`src/rtl/snf_pkg.sv`:
```
package snf_pkg;

    // ----------------------------------------------------------------
    // Opcodes that widen the link
    // ----------------------------------------------------------------
    localparam logic [7:0] SNF_OP_DUAL_OUT = 8'h3b;
    localparam logic [7:0] SNF_OP_DUAL_IO = 8'hbb;
    localparam logic [7:0] SNF_OP_QUAD_OUT = 8'h6b;
    localparam logic [7:0] SNF_OP_QUAD_OUT_A4 = 8'h6c;
    localparam logic [7:0] SNF_OP_QUAD_IO = 8'heb;
    localparam logic [7:0] SNF_OP_QUAD_IO_A4 = 8'hec;
    localparam logic [7:0] SNF_OP_QUAD_LOAD = 8'h32;
    localparam logic [7:0] SNF_OP_QUAD_LOAD_RND = 8'h34;

    // ----------------------------------------------------------------
    // Protection register layout and reset values
    // ----------------------------------------------------------------
    localparam int unsigned SNF_PROT_W = 8;
    localparam int unsigned SNF_HW_GUARD_BIT = 1;
    localparam logic SNF_HW_GUARD_RST = 1'b0;

    // ----------------------------------------------------------------
    // Lane layout and counts
    // ----------------------------------------------------------------
    localparam int unsigned SNF_BYTE_W = 8;
    localparam int unsigned SNF_LANES = 4;
    localparam int unsigned SNF_LINE_SERIAL_IN = 0;
    localparam int unsigned SNF_LINE_SERIAL_OUT = 1;
    localparam int unsigned SNF_LINE_GUARD = 2;
    localparam int unsigned SNF_LINE_PAUSE = 3;
    localparam logic [3:0] SNF_OE_W1 = 4'h2;
    localparam logic [3:0] SNF_OE_W2 = 4'h3;
    localparam logic [3:0] SNF_OE_W4 = 4'hf;
    localparam logic [3:0] SNF_OE_NONE = 4'h0;

    typedef enum logic [1:0] {SNF_W1, SNF_W2, SNF_W4} snf_width_t;

    // ----------------------------------------------------------------
    // Carriers
    // ----------------------------------------------------------------
    typedef struct packed {
        logic valid;
        logic first;
        logic [7:0] data;
    } snf_rx_t;

    typedef struct packed {
        logic [3:0] dout;
        logic [3:0] oe;
    } snf_pad_t;

    function automatic snf_width_t snf_op_width(input logic [7:0] op);
        snf_width_t w;
        w = SNF_W1;
        if (op == SNF_OP_DUAL_OUT || op == SNF_OP_DUAL_IO) begin
            w = SNF_W2;
        end
        if (op == SNF_OP_QUAD_OUT || op == SNF_OP_QUAD_OUT_A4 ||
            op == SNF_OP_QUAD_IO || op == SNF_OP_QUAD_IO_A4 ||
            op == SNF_OP_QUAD_LOAD || op == SNF_OP_QUAD_LOAD_RND) begin
            w = SNF_W4;
        end
        return w;
    endfunction

    function automatic logic [3:0] snf_step(input snf_width_t w);
        logic [3:0] s;
        s = 4'h1;
        if (w == SNF_W2) begin
            s = 4'h2;
        end
        if (w == SNF_W4) begin
            s = 4'h4;
        end
        return s;
    endfunction

endpackage

```
`src/rtl/snf_lanes.sv`:
```
`timescale 1ns/1ps
module snf_lanes
    import snf_pkg::*;
(
    // Clock and reset
    input wire logic i_clk,
    input wire logic i_rst,
    // Frame control
    input wire logic i_clear,
    input wire logic i_rise,
    input wire logic i_fall,
    input wire logic i_tx_on,
    input wire snf_pkg::snf_width_t i_width,
    // Data
    input wire logic [3:0] i_din,
    input wire logic [7:0] i_tx_byte,
    output snf_pkg::snf_rx_t o_rx,
    output logic o_tx_take,
    output logic [3:0] o_tx_bits
);

    logic [7:0] rx_q, rx_d;
    logic [2:0] rcnt_q, rcnt_d;
    logic first_q, first_d;
    snf_rx_t out_q, out_d;
    logic [7:0] tx_q, tx_d;
    logic [2:0] tcnt_q, tcnt_d;
    logic take_q, take_d;
    logic [3:0] step;
    logic [3:0] rsum;
    logic [3:0] tsum;

    assign step = snf_step(i_width);
    assign rsum = {1'b0, rcnt_q} + step;
    assign tsum = {1'b0, tcnt_q} + step;

    // ----------------------------------------------------------------
    // Receive: sample on rising edge, most significant bit first
    // ----------------------------------------------------------------
    always_comb begin
        rx_d = rx_q;
        rcnt_d = rcnt_q;
        first_d = first_q;
        out_d = out_q;
        out_d.valid = 1'b0;
        if (i_clear) begin
            rcnt_d = 3'h0;
            first_d = 1'b1;
        end else if (i_rise) begin
            unique case (i_width)
                SNF_W1: rx_d = {rx_q[6:0], i_din[SNF_LINE_SERIAL_IN]};
                SNF_W2: rx_d = {rx_q[5:0], i_din[1:0]};
                SNF_W4: rx_d = {rx_q[3:0], i_din};
            endcase
            rcnt_d = rsum[2:0];
            if (rsum[3]) begin
                out_d.valid = 1'b1;
                out_d.first = first_q;
                out_d.data = rx_d;
                first_d = 1'b0;
            end
        end
    end

    always_ff @(posedge i_clk) begin
        if (i_rst) begin
            rx_q <= 8'h00;
            rcnt_q <= 3'h0;
            first_q <= 1'b1;
            out_q <= '0;
        end else begin
            rx_q <= rx_d;
            rcnt_q <= rcnt_d;
            first_q <= first_d;
            out_q <= out_d;
        end
    end

    // ----------------------------------------------------------------
    // Transmit: launch on falling edge, new byte when count wraps
    // ----------------------------------------------------------------
    always_comb begin
        tx_d = tx_q;
        tcnt_d = tcnt_q;
        take_d = 1'b0;
        if (i_clear || !i_tx_on) begin
            tcnt_d = 3'h0;
        end else if (i_fall) begin
            if (tcnt_q == 3'h0) begin
                tx_d = i_tx_byte;
                take_d = 1'b1;
                tcnt_d = step[2:0];
            end else begin
                unique case (i_width)
                    SNF_W1: tx_d = {tx_q[6:0], 1'b0};
                    SNF_W2: tx_d = {tx_q[5:0], 2'b00};
                    SNF_W4: tx_d = {tx_q[3:0], 4'h0};
                endcase
                tcnt_d = tsum[2:0];
            end
        end
    end

    always_ff @(posedge i_clk) begin
        if (i_rst) begin
            tx_q <= 8'h00;
            tcnt_q <= 3'h0;
            take_q <= 1'b0;
        end else begin
            tx_q <= tx_d;
            tcnt_q <= tcnt_d;
            take_q <= take_d;
        end
    end

    assign o_rx = out_q;
    assign o_tx_take = take_q;
    assign o_tx_bits = tx_q[7:4];

endmodule

```
`src/rtl/snf_front.sv`:
```
`timescale 1ns/1ps
// Operation
// - Deselected: all data lines floated
// - Internal operations survive select going high
// - Ignore commands until select falls once
// - Single line: sample input on rising clock
// - Single line: launch output on falling clock
// - Wide lines: sample rising, launch falling
// - Accept clock modes 0 and 3
// - Dual opcodes turn two serial lines bidirectional
// - Quad opcodes use all four lines
// - Guard enable 0: guard pin shields protection register
// - Guard enable 1: guard pin low blocks writes
// - Guard enable 1: refuse quad operations
// - Pause floats output, ignores input and clock
// - Pause entry waits for clock low
// - Pause exit waits for clock low
// - Pause keeps partial command and data
// - Quad transfer: pause pin is data line
// - Guard enable is protection bit 1, default 0
module snf_front
    import snf_pkg::*;
(
    // Clock and reset
    input wire logic I_CLK,
    input wire logic I_SYS_RST,
    // Serial link pins
    input wire logic I_SCLK,
    input wire logic I_CS_N,
    input wire logic [3:0] I_DL,
    output snf_pkg::snf_pad_t O_PAD,
    // Core side: protection register and transmit
    input wire logic [7:0] I_PROT_REG,
    input wire logic I_OUT_PHASE,
    input wire logic I_PHASE_WIDE,
    input wire logic [7:0] I_TX_DATA,
    output logic O_TX_TAKE,
    // Core side: receive and frame status
    output snf_pkg::snf_rx_t O_RX,
    output logic O_FRAME_START,
    output logic O_FRAME_END,
    output logic O_QUAD_REJECT,
    output snf_pkg::snf_width_t O_WIDTH,
    output logic O_PAUSED,
    // Core side: write guards
    output logic O_GUARD_ALL,
    output logic O_GUARD_PROT_REG
);

    typedef enum logic [1:0] {ST_DESEL, ST_OPCODE, ST_BODY, ST_REJECT} snf_state_t;

    snf_state_t state_q, state_d;
    snf_width_t cls_q, cls_d;
    logic armed_q, armed_d;
    logic sclk_q;
    logic hold_q, hold_d;
    logic start_q, start_d;
    logic end_q, end_d;
    logic rej_q, rej_d;
    snf_rx_t rx_q, rx_d;
    snf_pad_t pad_q, pad_d;
    logic gall_q, gall_d;
    logic gprot_q, gprot_d;
    logic hw_guard;
    logic rise_raw, fall_raw;
    logic rise, fall;
    logic quad_body;
    logic hold_ok;
    logic tx_on;
    snf_width_t width;
    snf_rx_t lane_rx;
    logic lane_take;
    logic [3:0] tx_bits;

    // ----------------------------------------------------------------
    // Clock edges and mode decode
    // ----------------------------------------------------------------
    // The previous sample follows the pin at all times, so an idle clock
    // level of either polarity at select fall creates no edge.
    assign rise_raw = !sclk_q && I_SCLK;
    assign fall_raw = sclk_q && !I_SCLK;
    assign rise = rise_raw && !hold_q && state_q != ST_DESEL;
    assign fall = fall_raw && !hold_q && state_q != ST_DESEL;

    assign hw_guard = I_PROT_REG[SNF_HW_GUARD_BIT];
    assign quad_body = state_q == ST_BODY && cls_q == SNF_W4;
    assign tx_on = state_q == ST_BODY && I_OUT_PHASE;

    always_comb begin
        width = SNF_W1;
        if (state_q == ST_BODY && I_PHASE_WIDE) begin
            width = cls_q;
        end
    end

    // ----------------------------------------------------------------
    // Frame state
    // ----------------------------------------------------------------
    always_comb begin
        state_d = state_q;
        cls_d = cls_q;
        armed_d = armed_q;
        start_d = 1'b0;
        end_d = 1'b0;
        rej_d = 1'b0;
        if (I_CS_N) begin
            armed_d = 1'b1;
        end
        if (I_CS_N) begin
            // Only the front end is torn down; the core runs on
            state_d = ST_DESEL;
            cls_d = SNF_W1;
            end_d = state_q != ST_DESEL;
        end else begin
            unique case (state_q)
                ST_DESEL: begin
                    if (armed_q) begin
                        state_d = ST_OPCODE;
                        start_d = 1'b1;
                    end
                end
                ST_OPCODE: begin
                    if (lane_rx.valid) begin
                        cls_d = snf_op_width(lane_rx.data);
                        if (cls_d == SNF_W4 && hw_guard) begin
                            state_d = ST_REJECT;
                            rej_d = 1'b1;
                        end else begin
                            state_d = ST_BODY;
                        end
                    end
                end
                ST_BODY: begin
                    state_d = ST_BODY;
                end
                ST_REJECT: begin
                    state_d = ST_REJECT;
                end
            endcase
        end
    end

    always_ff @(posedge I_CLK) begin
        if (I_SYS_RST) begin
            state_q <= ST_DESEL;
            cls_q <= SNF_W1;
            armed_q <= 1'b0;
            sclk_q <= 1'b0;
            start_q <= 1'b0;
            end_q <= 1'b0;
            rej_q <= 1'b0;
        end else begin
            state_q <= state_d;
            cls_q <= cls_d;
            armed_q <= armed_d;
            sclk_q <= I_SCLK;
            start_q <= start_d;
            end_q <= end_d;
            rej_q <= rej_d;
        end
    end

    // ----------------------------------------------------------------
    // Pause
    // ----------------------------------------------------------------
    // A change of the pause pin takes effect only while the clock is low;
    // with the clock high it waits for the falling edge, which counts on entry but is ignored on exit.
    assign hold_ok = state_q != ST_DESEL && !quad_body;

    always_comb begin
        hold_d = hold_q;
        if (!hold_ok) begin
            hold_d = 1'b0;
        end else if (!I_SCLK) begin
            hold_d = !I_DL[SNF_LINE_PAUSE];
        end
    end

    always_ff @(posedge I_CLK) begin
        if (I_SYS_RST) begin
            hold_q <= 1'b0;
        end else begin
            hold_q <= hold_d;
        end
    end

    // ----------------------------------------------------------------
    // Shift lanes
    // ----------------------------------------------------------------
    // Lane state is never cleared by a pause; a new frame clears it, and the transmit count also clears while the output phase is off.
    snf_lanes u_lanes (
        .i_clk(I_CLK),
        .i_rst(I_SYS_RST),
        .i_clear(start_d),
        .i_rise(rise),
        .i_fall(fall),
        .i_tx_on(tx_on),
        .i_width(width),
        .i_din(I_DL),
        .i_tx_byte(I_TX_DATA),
        .o_rx(lane_rx),
        .o_tx_take(lane_take),
        .o_tx_bits(tx_bits)
    );

    always_comb begin
        rx_d = lane_rx;
        if (state_q != ST_OPCODE && state_q != ST_BODY) begin
            rx_d.valid = 1'b0;
        end
    end

    // ----------------------------------------------------------------
    // Pad drive
    // ----------------------------------------------------------------
    always_comb begin
        pad_d.dout = 4'h0;
        pad_d.oe = SNF_OE_NONE;
        if (!I_CS_N && tx_on && !hold_d) begin
            unique case (width)
                SNF_W1: begin
                    pad_d.dout[SNF_LINE_SERIAL_OUT] = tx_bits[3];
                    pad_d.oe = SNF_OE_W1;
                end
                SNF_W2: begin
                    pad_d.dout[1:0] = tx_bits[3:2];
                    pad_d.oe = SNF_OE_W2;
                end
                SNF_W4: begin
                    pad_d.dout = tx_bits;
                    pad_d.oe = SNF_OE_W4;
                end
            endcase
        end
    end

    // ----------------------------------------------------------------
    // Write guards
    // ----------------------------------------------------------------
    // While the guard pin carries quad data its level means nothing,
    // so the last guard decision is held through the transfer.
    always_comb begin
        gall_d = gall_q;
        gprot_d = gprot_q;
        if (!quad_body) begin
            gall_d = hw_guard && !I_DL[SNF_LINE_GUARD];
            gprot_d = !hw_guard && !I_DL[SNF_LINE_GUARD];
        end
    end

    always_ff @(posedge I_CLK) begin
        if (I_SYS_RST) begin
            rx_q <= '0;
            pad_q <= '0;
            gall_q <= SNF_HW_GUARD_RST;
            gprot_q <= 1'b0;
        end else begin
            rx_q <= rx_d;
            pad_q <= pad_d;
            gall_q <= gall_d;
            gprot_q <= gprot_d;
        end
    end

    assign O_PAD = pad_q;
    assign O_RX = rx_q;
    assign O_TX_TAKE = lane_take;
    assign O_FRAME_START = start_q;
    assign O_FRAME_END = end_q;
    assign O_QUAD_REJECT = rej_q;
    assign O_WIDTH = cls_q;
    assign O_PAUSED = hold_q;
    assign O_GUARD_ALL = gall_q;
    assign O_GUARD_PROT_REG = gprot_q;

endmodule

```
`config.mk`:
```
export PLATFORM = sky130hd
export DESIGN_NAME = snf_front
export DESIGN_NICKNAME = d
export VERILOG_FILES = /design/src/rtl/snf_pkg.sv /design/src/rtl/snf_lanes.sv /design/src/rtl/snf_front.sv
export SDC_FILE = /design/constraint.sdc
export NUM_CORES = 1
export LEC_CHECK = 0
export BUFFER_PORTS_ARGS = -buffer_cell sky130_fd_sc_hd__buf_2
export CAP_MARGIN = 20
export CORE_MARGIN = 10
export CORE_UTILIZATION = 45
export CTS_BUF_LIST = sky130_fd_sc_hd__clkbuf_16
export CTS_CLUSTER_SIZE = 8
export DETAILED_ROUTE_END_ITERATION = 12
export GPL_ROUTABILITY_DRIVEN = 0
export PLACE_DENSITY = 0.7
export RECOVER_POWER = 25
export SYNTH_ARGS = -nofsm -noshare
export SYNTH_HDL_FRONTEND = slang
export SYNTH_SLANG_ARGS = --single-unit
```
`constraint.sdc`:
```
create_clock -name I_CLK -period 2.5 [get_ports I_CLK]
set_clock_uncertainty 0.2 [all_clocks]
set_input_delay 0.625 -clock I_CLK [delete_from_list [all_inputs] [get_ports I_CLK]]
set_output_delay 0.625 -clock I_CLK [all_outputs]
set_load 0.05 [all_outputs]
```
# Word-level counts from Yosys, hierarchy flattened
# Cells that the tools add are included.
# W data, S select, Z words.
[word_totals]
regBits = 63
inputBits = 26
out_inout_bits = 27
wordCells = 136
[op_classes]
add_sub_neg = 2
eq_ne = 19
mux = 27
bitwise_logic = 9
n_reduce_logical = 54
[ops]
columns = ["cell", "count"]
rows = [
  ["$pmux W8 S3", 2],
  ["$eq A8 B6 Y1 const B", 3],
  ["$eq A8 B8 Y1 const B", 3],
  ["$eq A8 B7 Y1 const B", 2],
  ["$logic_and A1 B1 Y1", 16],
  ["$mux W2", 8],
  ["$reduce_or A2 Y1", 7],
  ["$pmux W4 S3", 1],
  ["$eq A2 B2 Y1 const B", 5],
  ["$logic_not A1 Y1", 10],
  ["$mux W10", 1],
  ["$reduce_and A2 Y1", 5],
  ["$mux W1", 9],
  ["$not A1 Y1", 9],
  ["$reduce_or A3 Y1", 3],
  ["$mux W8", 1],
  ["$pmux W2 S4", 1],
  ["$logic_or A1 B1 Y1", 7],
  ["$mux W3", 2],
  ["$add A3 B3 Y4", 1],
  ["$eq A2 B1 Y1 const B", 2],
  ["$logic_not A2 Y1", 2],
  ["$ne A2 B1 Y1 const B", 2],
  ["$ne A2 B2 Y1 const B", 2],
  ["other kinds (6)", 7],
]

# Logic depth before layout (Yosys ltp)
# Gate-level depths: netlist of the first run.
[logic_depth]
word_depth = 15
depth_mapped = 11
depth_no_buf = 10

# By module
# A second synthesis of the first run with hierarchy kept.
[hier_totals]
cells_unflattened = 324
area_unflattened_um2 = 3014.1
[by_module_without_submodules]
columns = ["mod", "n_inst", "cells_per_inst", "area_per_inst_um2", "seq_area_each_um2"]
rows = [
  ["snf_lanes", 1, 210, 1878.1, 660.6],
  ["snf_front", 1, 114, 1136.1, 580.6],
]

# Worst setup path after synthesis of the first run
# No wires, ideal clock.
[synth_timing]
path_kind = "flip-flop to flip-flop"
start = "register state_q[0]"
end = "register u_lanes.tcnt_q[2]"
setup_ns = 0.091
arrival_time_ns = 2.339
required_ns = 2.209
path_slack_ns = -0.130
stages_incl_launch_ff = 11
n_path_buf = 0
period_less_slack_ns = 2.630
path_cell_list = "dfxtp_1 -> inv_1 -> ha_1 -> and3_1 -> ha_1 -> ha_1 -> fa_1 -> o21ai_0 -> xnor2_1 -> a21oi_1 -> a311oi_1"
[synth_via]
elab_chain_len = 8
word_cells_on_any_way = 18
classes_between = "1 x add/sub; 3 x eq/ne; 6 x mux; 8 x reduce/logical"
[synth_lines]
columns = ["element", "line", "text"]
rows = [
  ["from (decl)", "snf_front.sv:52", "snf_state_t state_q, state_d;"],
  ["from (signal assigned)", "snf_front.sv:153", "state_q <= state_d;"],
  ["$eq A2 B2 Y1", "snf_front.sv:87, snf_front.sv:91", ""],
  ["$logic_and A1 B1 Y1", "snf_front.sv:91", "if (state_q == ST_BODY && I_PHASE_WIDE) begin"],
  ["$mux W2", "snf_front.sv:91", ""],
  ["$eq A2 B1 Y1", "snf_pkg.sv:69", "if (w == SNF_W2) begin"],
  ["$mux W2", "snf_pkg.sv:69", ""],
  ["$mux W3", "snf_pkg.sv:72", "if (w == SNF_W4) begin"],
  ["$add A3 B3 Y3", "snf_lanes.sv:35", "assign tsum = {1'b0, tcnt_q} + step;"],
  ["$mux W3", "snf_lanes.sv:89", "if (tcnt_q == 3'h0) begin"],
  ["to (signal assigned)", "snf_lanes.sv:111", "tcnt_q <= tcnt_d;"],
  ["to (decl)", "snf_lanes.sv:27", "logic [2:0] tcnt_q, tcnt_d;"],
]
# Parallel ways exist; a longest one is shown, timed or not.
# A chain may end at the register's enable or synchronous reset.

# Final worst setup path of the first run
# Same ends and word-level chain as after synthesis.

==> results.md, run 1 <==
* Max clock buf depth at 2
* Port Buf Inserts at 45
* CP Class: reg2reg
* Rows at 28
* Average wire per standard cell at 14.9 um
* Fin crit share at 95.3%
* Synthesized area at 2860 sq um
* Worst slew margin at 55.1%
* Die width at 99.7 um
* Final Cell Area at 3610 sq um
* Minimum clock period at 2.38 ns
* Via Count at 2438
* Final Power at 2.47 mW
* Crit start category: flop
* Post-synth EDFFs at 0
* Area Overhead vs Synth at 26.1%
* Ordered cell list for the critical path: inv_1 > ha_4 > and3_4 > ha_4 > ha_1 > fa_2 > o21ai_1 > xnor2_1 > a21oi_1 > a311oi_1
* Grt met2 use at 22.3%
* DR pass1 iterations at 4
* Starting density of the core at 47.2%
* Slowest stage delay, CP at 0.35 ns
* Clk Tree Root Cell: clkbuf_16
* Syn_nets at 362
* Synthesized flop and latch total at 62
* First-pass GRT wire length at 11000 um
* Gr usage total at 13.4%
* Hold Worst Slack at 0.261 ns
* Actual slew at the worst max-slew pin at 0.674 ns
* Skew-Pair Late Insertion Delay at 0.32 ns
* Worst hold path class: reg2reg
* Synth Warn # at 0
* Fraction of registers with async set/reset at 0%
* Sequential element share of the synthesized area at 43.4%
* Fraction of layout cells with a size suffix above 1 at 25.0%
* Worst slack, placed at -0.179 ns
* Fmax at 420 MHz
* Peak VDD IR at 0.371 mV
* DRT iter0 DRCs at 59
* # diodes at 0
* Number of fill cells at 564
* Grt met3 use at 3.53%
* DP HPWL at 4870 um
* Distinct cells, synth at 51
* Final setup fails at 0
* CP Data Required Time at 2.53 ns
* Grt peak-use layer: met2
* Vias in the first global route at 2366
* CTS H-tree depth at 3
* TritonCTS Buffers at 9
* Slew Limit Fails at 0
* Maxcap violations at 0
* Core area at 6060 sq um
* Clk pin slew, worst setup/hold paths at 0.06 ns
* Pleak at 1.47 nW
* CP dominant cell by count: ha_4
* DP Area at 3240 sq um
* Hold-fix buffers at CTS at 0
* Initial antenna violation count at 0
* Vias per Instance at 5.31
* Grt total ovfl at 0
* Final ANT Viol Nets at 0
* PwrDens at 686 nW/um^2
* Synthesized instance count at 321
* Final wirelength at 6860 um
* Max FO, Critical Path at 3
* Outcome: completed
* DIE AREA at 9950 sq um
* Top-Level Pins at 53
* Final worst-path setup slack at 0.118 ns
* Worst Setup End Kind: flop
* Critical Path Slowest Stage Cell: fa_2
* # DRC at 0
* Clock Sink Count at 62
* Die Height at 99.7 um
* Fin. Hold Viols at 0
* Ys flop type: dfxtp_1
* Final net count at 420
* WP data arrival at 2.42 ns
* CTS tree: built
* Mean Syn Cell Area at 8.91 sq um
* Met1 Track Usage GR at 15.4%
* Largest net degree at the start of global routing at 36
timing repair:
action                                  4_1_cts  5_1_grt
buffers inserted                              0        1
cloned                                        0        1
endpoints found under the setup margin        1       13
gates resized for setup                       2        9
pin swaps                                     0        1
per-stage QoR:
step,utilization (%),TNS (ns),std cells
detailed placement,53.4,-0.730,441
finish,59.5,0,459
CTS,58.8,0,457
floorplan,-,0,321
global route,59.5,-0.0611,459
global placement,53.4,-0.346,441
routing by layer:
metal	routed length (um)	vias up
met2	3310	49
met5	0	-
met1	3100	1130
li1	-	1247
met4	112	0
met3	333	12
final timing paths:
check | depth (start not counted) | startpoint | slack, ns | endpoint
max | 10 | state_q[0] | 0.12 | u_lanes.tcnt_q[2]
min | 2 | u_lanes.rx_q[6] | 0.26 | u_lanes.rx_q[6]
max reg2reg | 10 | state_q[0] | 0.12 | u_lanes.tcnt_q[2]
min reg2reg | 2 | u_lanes.rx_q[6] | 0.26 | u_lanes.rx_q[6]
cells in the mapped netlist (3+ instances only):
library cell	instances	share of area (%)
inv_1	14	1.8
o31ai_1	5	1.3
o41ai_1	3	0.92
a211oi_1	9	2.4
and2_1	3	0.66
a22oi_1	7	1.8
nor2b_1	16	3.5
nand2_1	35	4.6
buf_6	3	1.2
clkbuf_1	12	1.6
nand2b_1	7	1.5
mux2i_1	4	1.4
nor3_1	11	1.9
a221oi_1	6	1.8
dfxtp_1	62	43
ha_1	13	5.7
o21ai_0	16	2.8
o211ai_1	4	1.0
and3_1	3	0.66
a21oi_1	20	3.5
buf_2	3	0.52
nor2_1	26	3.4
report_power, final:
| part | internal (mW) | total, mW | switching, mW |
|---|---|---|---|
| Sequential | 1.00 | 1.01 | 0.00864 |
| Combinational | 0.0542 | 0.143 | 0.0890 |
| Clock | 0.874 | 1.32 | 0.446 |
| Total | 1.93 | 2.47 | 0.544 |
flip-flops by register name, indices dropped and copies added (netlist names):
| signal | cells |
|---|---|
| u_lanes.rcnt_q | 3 |
| O_WIDTH | 2 |
| u_lanes.first_q | 1 |
| sclk_q | 1 |
| O_FRAME_START | 1 |
| u_lanes.o_rx | 10 |
| u_lanes.tcnt_q | 3 |
| O_GUARD_PROT_REG | 1 |
| O_QUAD_REJECT | 1 |
| state_q | 2 |
| O_FRAME_END | 1 |
| u_lanes.rx_q | 7 |
| O_PAUSED | 1 |
| armed_q | 1 |
| u_lanes.tx_q | 8 |
| O_RX | 10 |
| O_PAD | 7 |
| u_lanes.o_tx_take | 1 |
| O_GUARD_ALL | 1 |
cells by family (layout without fill, tap and decap cells):
logic type	after synthesis	after routing	share of synthesized area [%]
multiplexers	5	5	1.79
adder cells (fa/ha/maj)	15	15	7.08
AO/OA/AOI/OAI	82	82	19.0
XOR/XNOR	3	3	0.918
AND/OR/NAND/NOR	120	120	22.0
buffers and inverters	34	97	5.90
flip-flops	62	62	43.4
placed cells by master, fill, tap and decap left out, drive strengths merged, types with 3 or more instances in the layout:
cell type,Yosys,layout
nand2,35,35
nand3,3,3
buf,8,63
a22oi,7,7
dfxtp,62,62
mux2i,4,4
ha,13,13
and3,3,3
nand2b,7,7
a221oi,6,6
nor2b,16,16
clkinv,0,4
a211oi,9,9
inv,14,14
o41ai,3,3
a21oi,21,21
o21ai,16,16
o211ai,4,4
clkbuf,12,13
nor2,26,26
nor3,11,11
and2,3,3
o31ai,5,5
critical path, delay by kind of cell (launching register included):
family	cells	cell delay, ns
AOI/OAI and AO/OA	3	0.42
xor gates and xnor gates	1	0.14
adders and majority gates	4	0.91
buffers and inverters	1	0.10
DFF	1	0.31
and+or+nand+nor	1	0.21
cell type report:
cell class	count	area [sq um]	area share [%]
clock buffer	9	225	6.24
inverter	14	52.6	1.46
tap	75	93.8	2.60
multi-input combinational	225	1510	41.7
clock inverter	7	98.8	2.74
sequential	62	1240	34.5
timing repair buffer	67	388	10.8
No activity file was read; power rests on OpenSTA's default activity.
==> run 2, diff against run 1 <==
CORE_ASPECT_RATIO = 0.75   (was unset)
==> results.md, run 2 (synthesis gave the netlist of run 1 again) <==
* Outcome: completed
* R2R Setup Slk at 0.13 ns (about the same)
* Top-Level Pins at 53 (unchanged)
* Starting density of the core at 46.0% (-1.2 points)
* Register area at 1240 sq um (unchanged)
* Crit start category: flop
* CTS H-tree depth at 3 (unchanged)
* Met1 Track Usage GR at 18.2% (+2.8 points)
* Setup TNS at 0 ns (unchanged)
* PwrDens at 681 nW/um^2 (-0.72%)
* Most common cell after layout, fill and taps aside: dfxtp_1
* Fin crit share at 94.7% (-0.58 points)
* CP Data Required Time at 2.53 ns (about the same)
* Actual slew at the worst max-slew pin at 0.693 ns (+0.0190 ns)
* Fraction of layout cells with a size suffix above 1 at 22.6% (-2.4 points)
* Leading cell types in the layout, fill and taps excluded: dfxtp_1 (60), buf_2 (39), nand2_1 (35)
* Number of fill cells at 567 (+0.53%)
* WP data arrival at 2.40 ns (-0.02 ns)
* Fin. Hold Viols at 0 (unchanged)
* Fmax at 422 MHz (+0.61%)
* Worst slack, placed at -0.117 ns (+0.0614 ns)
* Clk Tree Root Cell: clkbuf_16
* Peak VDD IR at 0.369 mV (-0.37%)
* CP Class: reg2reg
* Die Height at 89.1 um (-11%)
* Final wirelength at 6870 um (+0.20%)
* Vias per Instance at 5.38 (+1.2%)
* Core area at 6220 sq um (+2.7%)
* Maxcap violations at 0 (unchanged)
* Die width at 112 um (+12%)
* Initial antenna violation count at 0 (unchanged)
* RSZ-0062 raised after global routing: false
* # diodes at 0 (unchanged)
* Sw frac at 21.2% (-0.81 points)
* Port Buf Inserts at 45 (unchanged)
* DRT iter0 DRCs at 233 (+290%)
* Multi-input logic area at 1490 sq um (-0.83%)
* Skew-Pair Late Insertion Delay at 0.32 ns (about the same)
* Flop pwr share at 41.7% (+0.9 points)
* DR pass1 iterations at 4 (unchanged)
* Grt met3 use at 4.69% (+1.2 points)
* Rows at 25 (-11%)
* DP HPWL at 4890 um (+0.21%)
* Cell-internal power at 1.91 mW (-0.98%)
* Grt total ovfl at 0 (unchanged)
* Final net count at 418 (-0.48%)
* Slew Limit Fails at 0 (unchanged)
* Via Count at 2484 (+1.9%)
* TritonCTS Buffers at 9 (unchanged)
* Grt met2 use at 22.6% (+0.28 points)
* Grt peak-use layer: met2
* Worst Setup End Kind: flop
* Post-CTS setup buffers at 0 (unchanged)
* Pleak at 1.45 nW (-1.5%)
* Gr usage total at 14.4% (+1.1 points)
* First-pass GRT wire length at 11900 um (+9.1%)
* Combinational power share at 5.8% (about the same)
* Average wire per standard cell at 14.9 um (-0.45%)
* Clock Sink Count at 62 (unchanged)
* Max FO, Critical Path at 3 (unchanged)
* Final ANT Viol Nets at 0 (unchanged)
* Max clock buf depth at 2 (unchanged)
* Largest net degree at the start of global routing at 37 (+2.8%)
* Final setup fails at 0 (unchanged)
* Worst hold path class: reg2reg
* Net Sw Power at 513 uW (-5.6%)
* DIE AREA at 9980 sq um (+0.34%)
* Hold Worst Slack at 0.254 ns (-0.00715 ns)
* CTS tree: built
* Vias in the first global route at 2436 (+3.0%)
* Clk pin slew, worst setup/hold paths at 0.05 ns (about the same)
* Clk pwr share at 52.5% (-0.9 points)
* # DRC at 0 (unchanged)
* Final worst-path setup slack at 0.132 ns (+0.0145 ns)
* Area Overhead vs Synth at 24.4%
* Minimum clock period at 2.37 ns (-0.0145 ns)
* Worst slew margin at 53.8% (-1.3 points)
[run 2: cell types whose count changed in the layout (fill, tap and decap cells not counted)]
cell	change
inv_2	+1
ha_2	-1
clkbuf_1	+4
inv_1	+1
a21oi_4	-1
fa_1	+1
fa_2	-1
ha_1	+1
buf_4	-3
clkinv_4	-3
buf_2	-3
a21oi_2	+1
[run 2: per-layer routing]
| metal | up-vias | part of all wire, % | routed length [um] |
|---|---|---|---|
| met1 | 1164 | 45 | 3080 |
| met4 | 0 | 1.7 | 120 |
| met3 | 11 | 7.5 | 517 |
| met5 | - | 0 | 0 |
| met2 | 76 | 46 | 3160 |
| li1 | 1233 | - | - |
[run 2: layout make-up]
| type | count | share of cell area, % |
|---|---|---|
| sequential | 62 | 34.9 |
| timing repair buffer | 65 | 10.3 |
| clock buffer | 9 | 6.32 |
| clock inverter | 6 | 2.25 |
| tap | 81 | 2.85 |
| multi-input combinational | 225 | 41.9 |
| inverter | 14 | 1.48 |
[run 2: repair_timing]
item                       CTS  global route
setup endpoints to repair    0            14
gates resized for setup      0             7
hold endpoints to repair     0             0
hold buffers                 0             0
[run 2: critical path, cell delays in order, from the launching register on]
cell,delay [ns]
dfxtp_1,0.34
inv_2,0.06
ha_4,0.17
and3_4,0.18
ha_4,0.21
ha_1,0.19
fa_1,0.38
o21ai_1,0.11
xnor2_1,0.13
a21oi_1,0.09
a311oi_1,0.22
[run 2: power groups by stage]
| stage | registers (mW) | clock network, mW | logic, mW |
|---|---|---|---|
| floorplan | 1.04 | 0 | 0.0826 |
| global placement | 1.03 | 0 | 0.138 |
| detailed placement | 1.03 | 0 | 0.140 |
| CTS | 1.01 | 1.29 | 0.142 |
| global route | 1.01 | 1.34 | 0.159 |
| finish | 1.01 | 1.27 | 0.141 |
[run 2: path summary, 6_finish.rpt]
path | startpoint | end | cells after the start
max reg2reg | state_q[0] | u_lanes.tcnt_q[2] | 10
min | u_lanes.rx_q[6] | u_lanes.rx_q[6] | 2
max | state_q[0] | u_lanes.tcnt_q[2] | 10
min reg2reg | u_lanes.rx_q[6] | u_lanes.rx_q[6] | 2
[run 2: through the flow]
step	cell area (sq um)	utilization (%)	instances	power (mW)
finish	3560	57.2	462	2.42
global route	3560	57.2	462	2.51
CTS	3550	57.0	462	2.44
floorplan	2880	-	321	1.12
global placement	3250	52.1	447	1.17
detailed placement	3250	52.1	447	1.17
==> run 3, diff against run 2 <==
PLACE_DENSITY = 0.68   (was 0.7)
clock period = 2.25 ns   (was 2.5 ns; I/O delays follow)
==> results.md, run 3 (synthesis gave the netlist of run 1 again) <==
* Fin. Hold Viols at 0 (unchanged)
* Max FO, Critical Path at 3 (unchanged)
* Grt total ovfl at 0 (unchanged)
* Rows at 25 (unchanged)
* Via Count at 2449 (-1.4%)
* CTS H-tree depth at 3 (unchanged)
* Clk pwr share at 49.9% (-2.6 points)
* Pleak at 1.51 nW (+3.8%)
* Combinational power share at 6.6% (+0.8 points)
* Peak VDD IR at 0.392 mV (+6.0%)
* DRT iter0 DRCs at 149 (-36%)
* Gr usage total at 14.2% (-0.19 points)
* Flop pwr share at 43.5% (+1.8 points)
* # diodes at 0 (unchanged)
* Final setup fails at 1 (+1)
* Final Power at 2.58 mW (+6.6%)
* Setup TNS at -0.0159 ns (-0.0159 ns)
* Starting density of the core at 46.0% (unchanged)
* Actual slew at the worst max-slew pin at 0.694 ns (+0.000873 ns)
* Core area at 6220 sq um (unchanged)
* Hold depth at 2 (unchanged)
* Leading cell types in the layout, fill and taps excluded: dfxtp_1 (59), buf_2 (43), nand2_1 (35)
* Die width at 112 um (unchanged)
* Cell-internal power at 2.02 mW (+5.5%)
* CP Class: reg2reg
* Final net count at 423 (+1.2%)
* RSZ-0062 raised after global routing: true
* Maxcap violations at 0 (unchanged)
* TritonCTS Buffers at 9 (unchanged)
* Port Buf Inserts at 45 (unchanged)
* Sw frac at 22.0% (+0.82 points)
* Worst Setup End Kind: flop
* DP HPWL at 5020 um (+2.8%)
* Skew-Pair Late Insertion Delay at 0.33 ns (about the same)
* Number of fill cells at 542 (-4.4%)
* Top-Level Pins at 53 (unchanged)
* Hold Crit Endpoint: u_lanes.rx_q[6]
* DIE AREA at 9980 sq um (unchanged)
* Crit start category: flop
* Initial antenna violation count at 0 (unchanged)
* First-pass GRT wire length at 11500 um (-3.4%)
* Fmax at 441 MHz (+4.5%)
* CTS tree: built
* Launch point of the worst reg-to-reg path: state_q[0]
* # DRC at 0 (unchanged)
* FF-to-FF End: u_lanes.tcnt_q[2]
* R2R Setup Slk at -0.02 ns (-0.15 ns)
* Net Sw Power at 569 uW (+11%)
* Worst slew margin at 53.8% (-0.058 points)
* Final ANT Viol Nets at 0 (unchanged)
* Clk pin slew, worst setup/hold paths at 0.05 ns (about the same)
* Clk Tree Root Cell: clkbuf_16
* Worst hold path class: reg2reg
* HP Start: u_lanes.rx_q[6]
* Fin crit share at 101% (+6.0 points)
* Clock Sink Count at 62 (unchanged)
* Critical Path Slowest Stage Cell: fa_2
* Most common cell after layout, fill and taps aside: dfxtp_1
* Area Overhead vs Synth at 31.0%
* Die Height at 89.1 um (unchanged)
* Max clock buf depth at 2 (unchanged)
* CP dominant cell by count: ha_4
* Slew Limit Fails at 0 (unchanged)
* Ordered cell list for the critical path: inv_2 > ha_4 > and3_4 > ha_4 > ha_4 > fa_2 > o21ai_2 > xnor2_1 > a21oi_1 > a311oi_1
* CP Buf/Inv Count at 1 (unchanged)
* WP data arrival at 2.30 ns (-0.10 ns)
* DR pass1 iterations at 4 (unchanged)
* Average wire per standard cell at 15.1 um (+1.7%)
* Final worst-path setup slack at -0.0159 ns (-0.148 ns)
* Largest net degree at the start of global routing at 34 (-8.1%)
* CP top delay family: adder cells
* Vias per Instance at 5.24 (-2.5%)
* Worst slack, placed at -0.211 ns (-0.0939 ns)
* Outcome: complete, but fails checks
* Minimum clock period at 2.27 ns (-0.102 ns)
* Slowest stage delay, CP at 0.37 ns (about the same)
* Vias in the first global route at 2415 (-0.86%)
* CP Data Required Time at 2.28 ns (-0.25 ns)
* Fraction of layout cells with a size suffix above 1 at 31.6% (+9.0 points)
* Final wirelength at 7070 um (+2.8%)
* PwrDens at 689 nW/um^2 (+1.3%)
* Failing checks: setup timing
* R2R depth at 10 (unchanged)
## run 3: what timing repair did
action                                  CTS  global route
hold buffers                              0             0
pin swaps                                 4             6
resized for setup                         3            39
endpoints found under the setup margin   12            19
setup buffers                             1             1
## run 3: metrics by stage
stage	utilization [%]	cells	hold WS, ns	area [sq um]
after floorplan	-	321	0.229	2920
after global routing	60.2	467	0.290	3750
final	60.2	467	0.253	3750
after global placement	53.1	450	0.241	3310
after CTS	58.2	466	0.256	3620
after detailed placement	53.1	450	0.249	3310
## run 3: worst max path at each step
stage / endpoint / cells past startpoint / start / slack, ns
after global placement: u_lanes.o_rx[7] / 8 / I_PHASE_WIDE / -0.15
after CTS: u_lanes.tcnt_q[2] / 10 / state_q[0] / -0.007
final: u_lanes.tcnt_q[2] / 10 / state_q[0] / -0.02
after global routing: u_lanes.tcnt_q[2] / 10 / state_q[0] / -0.09
after floorplan: u_lanes.tcnt_q[2] / 10 / state_q[0] / 0.002
after detailed placement: u_lanes.o_rx[7] / 8 / I_PHASE_WIDE / -0.21
## run 3: layout make-up
type	count	area, sq um	area share (%)
clock buffers	9	225	6.01
clock inverters	6	53.8	1.44
inverters	14	52.6	1.40
multi-input cells	225	1640	43.8
flip-flops and latches	62	1240	33.2
well taps	81	101	2.70
repair buffers	70	427	11.4
## run 3: worst register-to-register path: stages (launching register included)
cell and delay (ns):
dfxtp_2 0.32, inv_2 0.07, ha_4 0.16, and3_4 0.21
ha_4 0.22, ha_4 0.16, fa_2 0.37, o21ai_2 0.08
xnor2_1 0.13, a21oi_1 0.08, a311oi_1 0.19
## run 3: power by group through the flow
stage          clock, mW  combinational (mW)  sequential (mW)
6_report            1.29               0.170             1.12
5_1_grt             1.37               0.188             1.12
4_1_cts             1.32               0.164             1.12
3_5_place_dp           0               0.163             1.15
3_3_place_gp           0               0.160             1.14
2_1_floorplan          0              0.0940             1.16
## run 3: routing by layer
metal  track usage, %  vias to the layer above  routed length [um]
met3             5.30                       11                 486
met2             21.1                       67                3110
li1                 -                     1247                   -
met5                0                        -                   0
met4             5.52                        0                 101
met1             18.4                     1124                3370
